===== src/shared/dtc_regs.svh =====
// Constants for the trouble code manager: timing, field positions, resets.
// Assumes a single system clock; times are given in their own units.
`ifndef DTC_REGS_SVH
`define DTC_REGS_SVH

`define DTC_CLK_NS 50
`define DTC_MS_NS 1000000
`define DTC_DM1_PERIOD_MS 1000
`define DTC_STARTUP_MS 5000
`define DTC_GLOBAL_SA 8'hFF
`define DTC_OC_MAX 7'h7F
`define DTC_OC_RST 7'h00
`define DTC_LAMP_ON 2'h1
`define DTC_SPN_LO_LSB 0
`define DTC_FMI_LSB 16
`define DTC_SPN_HI_LSB 21
`define DTC_OC_LSB 24
`define DTC_CM_BIT 31
`define DTC_CM_VAL 1'b0

`endif


===== src/shared/dtc_pkg.sv =====
// Types shared by the trouble code manager and its surroundings.
// Assumes the includer also pulls in dtc_regs.svh for constants.
package dtc_pkg;

  typedef enum logic [3:0] {
    DTC_RQ_DM1 = 4'h1,
    DTC_RQ_DM2 = 4'h2,
    DTC_RQ_DM3 = 4'h4,
    DTC_RQ_DM11 = 4'h8
  } dtc_req_e;

  typedef enum logic [2:0] {
    DTC_MODE_SINGLE = 3'h1,
    DTC_MODE_BAM = 3'h2,
    DTC_MODE_TP = 3'h4
  } dtc_mode_e;

  typedef enum logic [1:0] {
    DTC_MSG_DM1 = 2'h1,
    DTC_MSG_DM2 = 2'h2
  } dtc_msg_e;

  typedef enum logic [1:0] {
    DTC_ST_HOLD = 2'h1,
    DTC_ST_RUN = 2'h2
  } dtc_state_e;

  typedef enum logic [1:0] {
    DTC_LAMP_PROTECT = 2'h0,
    DTC_LAMP_AMBER = 2'h1,
    DTC_LAMP_RED = 2'h2,
    DTC_LAMP_MIL = 2'h3
  } dtc_lamp_e;

  typedef struct packed {
    logic in_dm1;
    logic clr_dm11;
    dtc_lamp_e lamp;
    logic [18:0] spn;
    logic [4:0] fmi;
    logic [15:0] delay_ms;
  } dtc_blk_cfg_s;

  typedef struct packed {
    logic en;
    logic pdu1;
    logic [7:0] src_sa;
    logic [15:0] timeout_ms;
  } dtc_rx_cfg_s;

  typedef struct packed {
    dtc_msg_e msg;
    dtc_mode_e mode;
    logic [7:0] dest;
    logic [7:0] lamp;
    logic [7:0] ndtc;
  } dtc_tx_s;

endpackage


===== src/logic/dtc_manager.sv =====
// Trouble code manager: fault qualification, counts, DM1 scheduling,
// DM2/DM3/DM11 handling and receive timeouts.
// Assumes a transmit engine that takes one descriptor per tx_valid_r
// pulse and reads trouble codes through dtc_sel / dtc_word_r.
//
// Summary of operation
// - With any block reporting into DM1, send DM1 every second.
// - With nothing active, the periodic DM1 carries no-active-faults.
// - Inactive to active code sends a DM1 at once.
// - Last active code going inactive sends a DM1 at once.
// - Two or more active codes: periodic DM1 goes as BAM.
// - DM1 request with two or more active: TP to requester.
// - No DM1 broadcast during the first five seconds.
// - Fault must persist through the send delay before activating.
// - Counts are non-volatile; saves wait until the motor stops.
// - DM2 reports nonzero counts; several go TP to requester.
// - DM3 zeroes counts of inactive codes, active ones kept.
// - Option off: code drops from DM1 as its fault clears.
// - Option on: code stays active until a DM11 request.
// - First DM1 byte is lamp status from active blocks' lamps.
// - Changing a block's parameter number zeroes its counts.
// - Changing a block's low failure mode zeroes its counts.
// - High failure mode derived from low by fixed pairs.
// - Unpaired low mode reused for high; counts stay separate.
// - Code packs 19-bit number, 5-bit mode, 7-bit count, zero bit.
// - Enabled message missing past timeout raises lost-comm fault.
// - Zero timeout disables monitoring of that message.
// - PDU1 filter 0xFF takes any sender, else only that one.
`timescale 1ns/1ps
`include "dtc_regs.svh"

module dtc_manager import dtc_pkg::*; #(
  parameter int NFB = 4,
  parameter int NRX = 15,
  parameter int MS_CYCLES = `DTC_MS_NS / `DTC_CLK_NS,
  parameter int DM1_PERIOD_MS = `DTC_DM1_PERIOD_MS,
  parameter int STARTUP_MS = `DTC_STARTUP_MS,
  parameter int NE = 2 * NFB,
  parameter int IW = $clog2(NE)
) (
  input wire logic clk,
  input wire logic reset_n,
  input wire dtc_blk_cfg_s cfg_blk [NFB],
  input wire logic [NFB-1:0] fault_lo,
  input wire logic [NFB-1:0] fault_hi,
  input wire logic motor_running,
  input wire logic req_valid,
  input wire dtc_req_e req_kind,
  input wire logic [7:0] req_sa,
  input wire dtc_rx_cfg_s cfg_rx [NRX],
  input wire logic rx_valid,
  input wire logic [3:0] rx_idx,
  input wire logic [7:0] rx_sa,
  input wire logic nvm_ld_valid,
  input wire logic [IW-1:0] nvm_ld_idx,
  input wire logic [6:0] nvm_ld_oc,
  input wire logic [IW-1:0] dtc_sel,
  output logic [31:0] dtc_word_r,
  output logic tx_valid_r,
  output dtc_tx_s tx_r,
  output logic [NE-1:0] act_r,
  output logic [NRX-1:0] rx_lost_r,
  output logic lost_comm_r,
  output logic nvm_wr_r,
  output logic [IW-1:0] nvm_idx_r,
  output logic [6:0] nvm_oc_r
);

  ////////////////////////////////////////////////////////////////////////
  function automatic logic [4:0] fmi_high(input logic [4:0] lo);
    case (lo)
      5'h01: fmi_high = 5'h00;
      5'h04: fmi_high = 5'h03;
      5'h05: fmi_high = 5'h06;
      5'h11: fmi_high = 5'h0F;
      5'h12: fmi_high = 5'h10;
      5'h15: fmi_high = 5'h14;
      default: fmi_high = lo;
    endcase
  endfunction

  function automatic logic [7:0] count_set(input logic [NE-1:0] v);
    count_set = 8'h00;
    for (int k = 0; k < NE; k++) begin
      count_set = count_set + {7'h00, v[k]};
    end
  endfunction

  ////////////////////////////////////////////////////////////////////////
  // Fault entries: even index is the low fault, odd the high fault
  logic [6:0] oc_r [NE];
  logic [6:0] oc_nxt [NE];
  logic [15:0] tmr_r [NE];
  logic [15:0] tmr_nxt [NE];
  logic [NE-1:0] act_nxt, dirty_r, dirty_nxt, ocnz_c;
  logic [23:0] prev_r [NFB];
  logic [23:0] prev_nxt [NFB];
  logic primed_r, primed_nxt, rise_c, nvm_take_c;
  logic [IW-1:0] nvm_pick_c;
  logic ms_tick_r, dm3_c, dm11_c;

  assign dm3_c = req_valid && req_kind == DTC_RQ_DM3;
  assign dm11_c = req_valid && req_kind == DTC_RQ_DM11;

  always_comb begin
    logic cond;
    logic chg;
    cond = 1'b0;
    chg = 1'b0;
    act_nxt = act_r;
    dirty_nxt = dirty_r;
    rise_c = 1'b0;
    primed_nxt = 1'b1;
    if (nvm_take_c) begin
      dirty_nxt[nvm_pick_c] = 1'b0;
    end
    for (int b = 0; b < NFB; b++) begin
      prev_nxt[b] = {cfg_blk[b].spn, cfg_blk[b].fmi};
    end
    for (int i = 0; i < NE; i++) begin
      oc_nxt[i] = oc_r[i];
      tmr_nxt[i] = tmr_r[i];
      cond = i[0] ? fault_hi[i/2] : fault_lo[i/2];
      chg = primed_r && prev_r[i/2] != prev_nxt[i/2];
      if (!cfg_blk[i/2].in_dm1) begin
        act_nxt[i] = 1'b0;
        tmr_nxt[i] = 16'h0000;
      end else if (!act_r[i]) begin
        if (!cond) begin
          tmr_nxt[i] = 16'h0000;
        end else if (tmr_r[i] >= cfg_blk[i/2].delay_ms) begin
          act_nxt[i] = 1'b1;
          rise_c = 1'b1;
          tmr_nxt[i] = 16'h0000;
          dirty_nxt[i] = 1'b1;
          if (oc_r[i] != `DTC_OC_MAX) begin
            oc_nxt[i] = oc_r[i] + 7'h01;
          end
        end else if (ms_tick_r) begin
          tmr_nxt[i] = tmr_r[i] + 16'h0001;
        end
      end else if ((!cond && !cfg_blk[i/2].clr_dm11) || dm11_c) begin
        act_nxt[i] = 1'b0;
      end
      if (dm3_c && !act_r[i] && !act_nxt[i]) begin
        oc_nxt[i] = `DTC_OC_RST;
        dirty_nxt[i] = 1'b1;
      end
      if (chg) begin
        oc_nxt[i] = `DTC_OC_RST;
        dirty_nxt[i] = 1'b1;
      end
      if (nvm_ld_valid && nvm_ld_idx == i[IW-1:0]) begin
        oc_nxt[i] = nvm_ld_oc;
      end
      ocnz_c[i] = oc_r[i] != `DTC_OC_RST;
    end
  end

  always_ff @(posedge clk or negedge reset_n) begin
    if (!reset_n) begin
      act_r <= '0;
      dirty_r <= '0;
      primed_r <= 1'b0;
      for (int i = 0; i < NE; i++) begin
        oc_r[i] <= `DTC_OC_RST;
        tmr_r[i] <= 16'h0000;
      end
      for (int b = 0; b < NFB; b++) begin
        prev_r[b] <= 24'h000000;
      end
    end else begin
      act_r <= act_nxt;
      dirty_r <= dirty_nxt;
      primed_r <= primed_nxt;
      oc_r <= oc_nxt;
      tmr_r <= tmr_nxt;
      prev_r <= prev_nxt;
    end
  end

  ////////////////////////////////////////////////////////////////////////
  // Non-volatile saves drain one count per cycle while the motor is idle
  logic nvm_wr_nxt;
  logic [IW-1:0] nvm_idx_nxt;
  logic [6:0] nvm_oc_nxt;

  always_comb begin
    nvm_pick_c = '0;
    for (int i = NE - 1; i >= 0; i--) begin
      if (dirty_r[i]) begin
        nvm_pick_c = i[IW-1:0];
      end
    end
    nvm_take_c = |dirty_r && !motor_running;
    nvm_wr_nxt = nvm_take_c;
    nvm_idx_nxt = nvm_take_c ? nvm_pick_c : nvm_idx_r;
    nvm_oc_nxt = nvm_take_c ? oc_r[nvm_pick_c] : nvm_oc_r;
  end

  always_ff @(posedge clk or negedge reset_n) begin
    if (!reset_n) begin
      nvm_wr_r <= 1'b0;
      nvm_idx_r <= '0;
      nvm_oc_r <= `DTC_OC_RST;
    end else begin
      nvm_wr_r <= nvm_wr_nxt;
      nvm_idx_r <= nvm_idx_nxt;
      nvm_oc_r <= nvm_oc_nxt;
    end
  end

  ////////////////////////////////////////////////////////////////////////
  // Time base, start-up hold and DM1 scheduling
  dtc_state_e st_r, st_nxt;
  logic [15:0] ms_cnt_r, ms_cnt_nxt, per_r, per_nxt;
  logic ms_tick_nxt, pend_bc_r, pend_bc_nxt, pend_rq_r, pend_rq_nxt;
  logic bc_fire_c, tx_valid_nxt;
  dtc_msg_e rq_msg_r, rq_msg_nxt;
  logic [7:0] rq_sa_r, rq_sa_nxt, nact_c, lamp_c, nprev_c;
  logic [31:0] dtc_word_nxt;
  dtc_tx_s tx_nxt;

  always_comb begin
    logic any_dm1;
    any_dm1 = 1'b0;
    lamp_c = 8'h00;
    for (int b = 0; b < NFB; b++) begin
      any_dm1 = any_dm1 | cfg_blk[b].in_dm1;
      if (act_r[2*b] || act_r[2*b+1]) begin
        lamp_c = lamp_c | (8'({`DTC_LAMP_ON}) << {cfg_blk[b].lamp, 1'b0});
      end
    end
    nact_c = count_set(act_r);
    nprev_c = count_set(ocnz_c);
    ms_tick_nxt = ms_cnt_r == 16'(MS_CYCLES - 1);
    ms_cnt_nxt = ms_tick_nxt ? 16'h0000 : ms_cnt_r + 16'h0001;
    st_nxt = st_r;
    per_nxt = per_r;
    bc_fire_c = 1'b0;
    case (st_r)
      DTC_ST_HOLD: begin
        if (ms_tick_r) begin
          per_nxt = per_r + 16'h0001;
        end
        if (per_r >= 16'(STARTUP_MS)) begin
          st_nxt = DTC_ST_RUN;
          per_nxt = 16'h0000;
        end
      end
      DTC_ST_RUN: begin
        if (ms_tick_r) begin
          per_nxt = (per_r >= 16'(DM1_PERIOD_MS - 1)) ? 16'h0000
                                                      : per_r + 16'h0001;
        end
        bc_fire_c = (ms_tick_r && per_r >= 16'(DM1_PERIOD_MS - 1) &&
                     any_dm1)
                    || rise_c
                    || (nact_c != 8'h00 && act_nxt == '0);
      end
      default: st_nxt = DTC_ST_HOLD;
    endcase
    rq_msg_nxt = rq_msg_r;
    rq_sa_nxt = rq_sa_r;
    pend_rq_nxt = pend_rq_r;
    pend_bc_nxt = pend_bc_r;
    tx_valid_nxt = 1'b0;
    tx_nxt = tx_r;
    if (pend_bc_r) begin
      tx_valid_nxt = 1'b1;
      pend_bc_nxt = 1'b0;
      tx_nxt.msg = DTC_MSG_DM1;
      tx_nxt.dest = `DTC_GLOBAL_SA;
      tx_nxt.ndtc = nact_c;
      tx_nxt.mode = nact_c >= 8'h02 ? DTC_MODE_BAM
                                    : DTC_MODE_SINGLE;
      tx_nxt.lamp = lamp_c;
    end else if (pend_rq_r) begin
      tx_valid_nxt = 1'b1;
      pend_rq_nxt = 1'b0;
      tx_nxt.msg = rq_msg_r;
      tx_nxt.dest = rq_sa_r;
      tx_nxt.lamp = lamp_c;
      if (rq_msg_r == DTC_MSG_DM1) begin
        tx_nxt.ndtc = nact_c;
        tx_nxt.mode = nact_c >= 8'h02 ? DTC_MODE_TP
                                      : DTC_MODE_SINGLE;
      end else begin
        tx_nxt.ndtc = nprev_c;
        tx_nxt.mode = nprev_c > 8'h01 ? DTC_MODE_TP
                                      : DTC_MODE_SINGLE;
      end
    end
    // New events win over the service that clears the pending flags
    if (bc_fire_c) begin
      pend_bc_nxt = 1'b1;
    end
    if (req_valid && (req_kind == DTC_RQ_DM1 || req_kind == DTC_RQ_DM2)) begin
      pend_rq_nxt = 1'b1;
      rq_sa_nxt = req_sa;
      rq_msg_nxt = req_kind == DTC_RQ_DM1 ? DTC_MSG_DM1 : DTC_MSG_DM2;
    end
    dtc_word_nxt = '0;
    dtc_word_nxt[`DTC_SPN_LO_LSB +: 16] = cfg_blk[dtc_sel/2].spn[15:0];
    dtc_word_nxt[`DTC_FMI_LSB +: 5] = dtc_sel[0]
                                      ? fmi_high(cfg_blk[dtc_sel/2].fmi)
                                      : cfg_blk[dtc_sel/2].fmi;
    dtc_word_nxt[`DTC_SPN_HI_LSB +: 3] = cfg_blk[dtc_sel/2].spn[18:16];
    dtc_word_nxt[`DTC_OC_LSB +: 7] = oc_r[dtc_sel];
    dtc_word_nxt[`DTC_CM_BIT] = `DTC_CM_VAL;
  end

  always_ff @(posedge clk or negedge reset_n) begin
    if (!reset_n) begin
      st_r <= DTC_ST_HOLD;
      ms_cnt_r <= 16'h0000;
      ms_tick_r <= 1'b0;
      per_r <= 16'h0000;
      pend_bc_r <= 1'b0;
      pend_rq_r <= 1'b0;
      rq_msg_r <= DTC_MSG_DM1;
      rq_sa_r <= `DTC_GLOBAL_SA;
      tx_valid_r <= 1'b0;
      tx_r <= '{DTC_MSG_DM1, DTC_MODE_SINGLE, 8'hFF, 8'h00, 8'h00};
      dtc_word_r <= 32'h00000000;
    end else begin
      st_r <= st_nxt;
      ms_cnt_r <= ms_cnt_nxt;
      ms_tick_r <= ms_tick_nxt;
      per_r <= per_nxt;
      pend_bc_r <= pend_bc_nxt;
      pend_rq_r <= pend_rq_nxt;
      rq_msg_r <= rq_msg_nxt;
      rq_sa_r <= rq_sa_nxt;
      tx_valid_r <= tx_valid_nxt;
      tx_r <= tx_nxt;
      dtc_word_r <= dtc_word_nxt;
    end
  end

  ////////////////////////////////////////////////////////////////////////
  // Receive timeouts; counters restart on every accepted frame
  logic [15:0] rx_cnt_r [NRX];
  logic [15:0] rx_cnt_nxt [NRX];
  logic [NRX-1:0] rx_lost_nxt;
  logic [NRX-1:0] tmo_zero_c;

  always_comb begin
    logic acc;
    acc = 1'b0;
    for (int j = 0; j < NRX; j++) begin
      acc = rx_valid && rx_idx == j[3:0] && (!cfg_rx[j].pdu1 ||
            cfg_rx[j].src_sa == `DTC_GLOBAL_SA ||
            cfg_rx[j].src_sa == rx_sa);
      rx_cnt_nxt[j] = rx_cnt_r[j];
      tmo_zero_c[j] = cfg_rx[j].timeout_ms == 16'h0000;
      if (!cfg_rx[j].en || cfg_rx[j].timeout_ms == 16'h0000 || acc) begin
        rx_cnt_nxt[j] = 16'h0000;
      end else if (ms_tick_r && rx_cnt_r[j] < cfg_rx[j].timeout_ms) begin
        rx_cnt_nxt[j] = rx_cnt_r[j] + 16'h0001;
      end
      rx_lost_nxt[j] = cfg_rx[j].en && cfg_rx[j].timeout_ms != 16'h0000 &&
                       rx_cnt_nxt[j] >= cfg_rx[j].timeout_ms;
    end
  end

  always_ff @(posedge clk or negedge reset_n) begin
    if (!reset_n) begin
      rx_lost_r <= '0;
      lost_comm_r <= 1'b0;
      for (int j = 0; j < NRX; j++) begin
        rx_cnt_r[j] <= 16'h0000;
      end
    end else begin
      rx_lost_r <= rx_lost_nxt;
      lost_comm_r <= |rx_lost_nxt;
      rx_cnt_r <= rx_cnt_nxt;
    end
  end

  ////////////////////////////////////////////////////////////////////////
  hold_dm1_a: assert property (@(posedge clk) disable iff (!reset_n)
    st_r == DTC_ST_HOLD |-> !pend_bc_r) else $error("DM1 queued in hold");
  period_a: assert property (@(posedge clk) disable iff (!reset_n)
    st_r == DTC_ST_RUN && ms_tick_r && per_r == 16'(DM1_PERIOD_MS - 1) &&
    cfg_blk[0].in_dm1 |-> ##2 tx_valid_r && tx_r.dest == `DTC_GLOBAL_SA)
    else $error("periodic DM1 missing");
  rise_send_a: assert property (@(posedge clk) disable iff (!reset_n)
    st_r == DTC_ST_RUN && rise_c |=> pend_bc_r)
    else $error("activation without DM1");
  bam_mode_a: assert property (@(posedge clk) disable iff (!reset_n)
    tx_valid_r && tx_r.msg == DTC_MSG_DM1 && tx_r.dest == `DTC_GLOBAL_SA &&
    tx_r.ndtc >= 8'h02 |-> tx_r.mode == DTC_MODE_BAM)
    else $error("multi-code DM1 not BAM");
  single_a: assert property (@(posedge clk) disable iff (!reset_n)
    tx_valid_r && tx_r.msg == DTC_MSG_DM1 && tx_r.ndtc < 8'h02
    |-> tx_r.mode == DTC_MODE_SINGLE) else $error("short DM1 not single");
  rq_tp_a: assert property (@(posedge clk) disable iff (!reset_n)
    req_valid && req_kind == DTC_RQ_DM1 && !pend_bc_r && !bc_fire_c &&
    nact_c >= 8'h02 && act_nxt == act_r |=> ##1 tx_valid_r &&
    tx_r.mode == DTC_MODE_TP && tx_r.dest == $past(req_sa, 2))
    else $error("DM1 request not TP");
  dm3_clear_a: assert property (@(posedge clk) disable iff (!reset_n)
    dm3_c && !act_r[0] && !nvm_ld_valid |=> oc_r[0] == `DTC_OC_RST || act_r[0])
    else $error("DM3 left count");
  nvm_idle_a: assert property (@(posedge clk) disable iff (!reset_n)
    nvm_wr_r |-> $past(!motor_running)) else $error("save while running");
  tmo_zero_a: assert property (@(posedge clk) disable iff (!reset_n)
    (rx_lost_r & $past(tmo_zero_c)) == '0) else $error("zero timeout lost");

endmodule // dtc_manager


===== config.mk =====
export PLATFORM = sky130hd
export DESIGN_NAME = dtc_manager
export DESIGN_NICKNAME = d
export VERILOG_FILES = /design/src/shared/dtc_pkg.sv /design/src/logic/dtc_manager.sv
export VERILOG_INCLUDE_DIRS = /design/src /design/src/shared
export SDC_FILE = /design/constraint.sdc
export NUM_CORES = 2
export LEC_CHECK = 0
export ABC_AREA = 1
export BUFFER_PORTS_ARGS = -buffer_cell sky130_fd_sc_hd__buf_2
export CORE_ASPECT_RATIO = 2
export CORE_MARGIN = 2
export CORE_UTILIZATION = 55
export CTS_CLUSTER_SIZE = 24
export DETAILED_ROUTE_END_ITERATION = 16
export MAX_ROUTING_LAYER = met4
export PLACE_DENSITY = 0.83
export SLEW_MARGIN = 15
export SYNTH_ARGS = -nofsm -noshare
export SYNTH_HDL_FRONTEND = slang
export SYNTH_SLANG_ARGS = --single-unit

===== constraint.sdc =====
create_clock -name clk -period 6 [get_ports clk]
set_input_delay 1.5 -clock clk [delete_from_list [all_inputs] [get_ports clk]]
set_output_delay 1.5 -clock clk [all_outputs]
set_load 0.01 [all_outputs]

# Yosys cells after proc, flatten, opt, wreduce, memory -nomap -nowiden
# Index checks and enable logic that the tools add are counted.
# classes
add_sub_neg,47
n_lt_le_gt_ge,47
n_eq_ne,105
shifts,4
mux,300
bitwise,12
reduce_logical,349
# op_table
cell,n
$mux 16,75
$mux 7,68
$add 16x1->16 const B,25
$ge 16x16->1,23
$logic_not 16->1,15
$lt 16x16->1,15
$reduce_bool 16->1,15
$reduce_bool 4->1,32
$mux 1,125
$eq 8x8->1,15
$eq 8x8->1 const B,15
$logic_and 1x1->1,119
$ne 24x24->1,4
$bmux 44 s2,1
$mux 40,2
$logic_or 1x1->1,75
$logic_not 1->1,59
$mux 29,2
$add 7x1->7 const B,8
$ne 7x7->1 const B,8
$reduce_bool 7->1,8
$mux 8,6
$bmux 7 s3,2
$reduce_and 5->1,8
other kinds (57),139
# totals
ff_bits,672
inputBits,617
output_inout_bits,97
elab_cells,922

# Longest topological paths before layout
# depth
word_depth,37
depth_mapped,26
mapped_depth_nobuf,25

# Worst setup path after synthesis
# No wires, ideal clock.
# synth_path
path_type,input -> register
start,input cfg_rx[11] (netlist name)
end,register lost_comm_r
setup_time_ns,0.119
t_arrival_ns,4.024
t_required_ns,5.881
slack_ns,1.857
cell_stages,22
n_path_buf,1
cell_sequence,inv_1 ha_1 a21oi_1 o31ai_1 a21oi_1 nand3_1 buf_2 nand2_1 a21oi_1 ha_1 a21oi_1 o21ai_0 nand2_1 o211ai_1 nand2_1 nand3_1 nand2_1 nand2_1 inv_1 nand2_1 nor2_1 nand2_1
# synth_lines
element,line_no,source
"start, declared",dtc_manager.sv:50,"input wire dtc_rx_cfg_s cfg_rx [NRX],"
"end signal, assigned",dtc_manager.sv:376,lost_comm_r <= |rx_lost_nxt;
"end, declared",dtc_manager.sv:63,"output logic lost_comm_r,"

==> metrics.md <==
| Metric | Value |
|---|---|
| Routed WL | `roughly 200,000 um` |
| Buffers on Ports | `around 700` |
| Reg2reg start | `oc_r[49]` |
| Setup Skew | `between 20 and 30 ps` |
| Fmax | `approximately 0.21 GHz` |
| Worst setup path start | `rx_sa[3]` |
| Setup WS pre-CTS | `around 670 ps` |
| Async S/R FF share, synth | `100%` |
| Status | `finished clean` |
| Routed Antenna Nets | `0` |
| Seq/Total Area, Yosys | `30.2%` |
| Hold Buf Count CTS | `0` |
| Setup bufs post-CTS | `0` |
| Largest net degree at the start of global routing | `about 140` |
| RSZ-0062 raised after global routing | `no` |
| Initial Util | `~55%` |
| Synth cell count leaders | `1,540 x nand2_1, 968 x inv_1, 644 x dfrtp_1` |
| Final instance area | `~0.062 sq mm` |
| Root buf cell | `clkbuf_16` |
| Hold Path Origin | `ms_cnt_r[15]` |
| Router iterations before antenna repair | `9` |
| # H-tree levels | `3` |
| Peak supply drop | `between 0.2 and 0.25 mV` |
| Die W | `~230 um` |
| Yosys top cell by area | `dfrtp_1` |
| CP Max Fanout | `22` |
| Critical Path Sink Type | `flip-flop` |
| Core Util, Final | `about 63%` |
| Logic gate share of total power | `about a fifth` |
| Die Y | `451 um` |
| CTS tree | `built` |
| DR iter-0 viols | `around 4,400` |
| Fraction of layout cells with a size suffix above 1 | `between 10% and 20%` |
| Fin crit share | `between 70 and 80%` |
| Core ar. | `between 0.09 and 0.1 sq mm` |
| Post-place instance area | `0.0598 sq mm` |
| Worst Setup Path Type | `in -> reg` |
| CTS Sinks | `~660` |
| Final Wtd Congestion | `1.09` |
| Final Hold Vio Count | `0` |
| Layout Cells excl Fill | `around 9,500` |
| Vias per inst | `5.95` |
| Initial antenna violation count | `81` |
| # nets final | `between 9,000 and 10,000` |
| All-layer global routing usage | `about two fifths` |
| Power per cell area | `around 180 mW/mm^2` |
| Placed cell count | `9,319` |
| Top post-synthesis cells by area | `dfrtp_1 29%, ha_1 15%, nand2_1 11%` |
| Lkg Pwr | `around 31 nW` |
| WHS | `470 ps` |
| Crit path DAT | `between 5000 and 6000 ps` |
| Crit path launch type | `input pin` |
| Finish-stage setup viols | `0` |
| Clock transition at path regs | `about 70 ps` |
| Vias in the first global route | `about 57,000` |
| Drt drc | `0` |
| Max-capacitance violation count | `0` |
| Row Count | `between 150 and 200` |
| Vias post-DR | `roughly 57,000` |
| Synth top area share | `29.3%` |
| Clock power share | `39.7%` |
| Post-Syn Area | `between 0.05 and 0.06 sq mm` |
| Primary FF master, synth | `dfrtp_1` |
| Synth cell types | `74` |
| Most common cell in the netlist | `nand2_1` |
| Psw | `3.59 mW` |
| Least-Margin Pin Slew | `1160 ps` |
| Clk Latency, worst-skew pair | `680 ps` |
| Final HPWL DP | `roughly 160,000 um` |
| IO Count | `714` |
| Share of power burned in registers | `between 40% and 50%` |
| Die ar. | `0.103 sq mm` |
| Drt wl/cell | `between 20 and 25 um` |
| Fin. max-slew vios | `0` |
| CTS Buf Count | `68` |
| Max_slew headroom | `~22%` |
| Post-cts sizing count | `0` |
| Internal power | `between 7 and 8 mW` |
| Post-Syn Instances | `between 7,000 and 8,000` |
| #FFs+latches synth | `about 660` |
| Tot Pwr | `about 12 mW` |
| Area grow syn2layout | `13.1%` |
| Clock buffer depth | `3` |
| Average size of a mapped cell | `about 7.4 sq um` |
| Worst setup slack after layout | `1270 ps` |
| EDFF count, synth | `0` |
| Gr ovfl total | `0` |
| Hold Crit Class | `reg -> reg` |
| # fillers | `8,886` |
| Data required time of the worst path | `~6600 ps` |
| Ys Warns | `0` |
| Sum of negative setup slack | `0 ps` |
| Minimum clock period | `around 4700 ps` |
| First-pass GRT wire length | `304,000 um` |
| Sw Share | `between 30% and 40%` |
-- routing by layer --
layer	global-route usage [%]	share of wire (%)
met1	34.8	32
met2	68.0	49
met3	11.0	8.7
met4	33.9	10
met5	-	0
-- critical path: stages --
cell and delay, ps:
buf_2 150, inv_1 510, or2_2 220, nand4_1 90, nor3_1 140, nand2_1 70
o211ai_1 150, nand2_1 340, nand2_2 350, inv_1 130, nand2_1 90, nor2_1 60
ha_1 300, a21oi_1 140, o21ai_0 100, nand2_1 70, o211ai_1 110, nand2_1 80
nand3_1 80, nand2_1 280, nand3_1 120, nor2_1 120, nand2_1 60
-- area by class of cell --
type	count	area, sq um	share of cell area [%]
Multi-Input combinational cell	5586	33800	54.2
Sequential cell	664	16600	26.7
Timing Repair Buffer	755	3980	6.39
Inverter	986	3710	5.95
Clock buffer	95	1920	3.09
Tap cell	1328	1660	2.67
Clock inverter	27	375	0.603
Antenna cell	82	205	0.330
-- state kept, by name, indices dropped and copies added (netlist names), 2 cells and up --
| register | cells |
|---|---|
| rx_cnt_r | 240 |
| tmr_r | 128 |
| prev_r | 96 |
| oc_r | 56 |
| dtc_word_r | 31 |
| tx_r | 21 |
| ms_cnt_r | 16 |
| per_r | 16 |
| rx_lost_r | 15 |
| act_r | 8 |
| dirty_r | 8 |
| rq_sa_r | 8 |
| nvm_oc_r | 7 |
| nvm_idx_r | 3 |
| rq_msg_r | 2 |
| st_r | 2 |
-- power by group through the flow --
stage,registers (mW),logic (mW),clock network [mW]
after detailed placement,4.88,2.05,0
final,4.80,2.14,4.57
after CTS,4.80,2.07,4.61
after floorplan,4.89,1.06,0
after global placement,4.87,2.00,0
after global routing,4.82,2.33,4.80
-- cells in the final DEF, fill, tap and decap left out, drive strengths merged, types with 7 or more instances in the layout --
master	instances
a221oi	10
dfstp	20
a31oi	18
fa	8
nand4	388
conb	10
o2111ai	11
nor3	234
or2	37
o21a	7
a21oi	605
dfrtp	644
inv	986
xor2	311
o22ai	29
clkinv	18
nand3	446
xnor2	168
diode	82
o21ai	319
nor2	516
ha	642
o21bai	7
buf	755
nor4	110
clkbuf	95
o211ai	49
nand3b	15
nand2	1572
o31ai	25
-- cells by family (layout without fill, tap and decap cells) --
kind of cell	after synthesis	after routing	synth area share [%]
AO/OA/AOI/OAI	1113	1113	11.2
XOR/XNOR	479	479	7.62
adder cells (fa/ha/maj)	650	650	14.9
buffers and inverters	1171	1863	8.45
flip-flops	664	664	30.2
multiplexers	1	1	0.0182
other	2	92	0.0136
AND/OR/NAND/NOR	3333	3333	27.6
-- path summary, 6_finish.rpt --
kind	end	slack (ps)	cells past startpoint
max	lost_comm_r	1270	23
min	ms_cnt_r[15]	470	1
max reg2reg	tx_r[24]	1420	16
min reg2reg	ms_cnt_r[15]	470	1
max in group asynchronous	rx_cnt_r[192]	3840	2
min in group asynchronous	prev_r[38]	860	1
No activity file was read; power rests on OpenSTA's default activity.
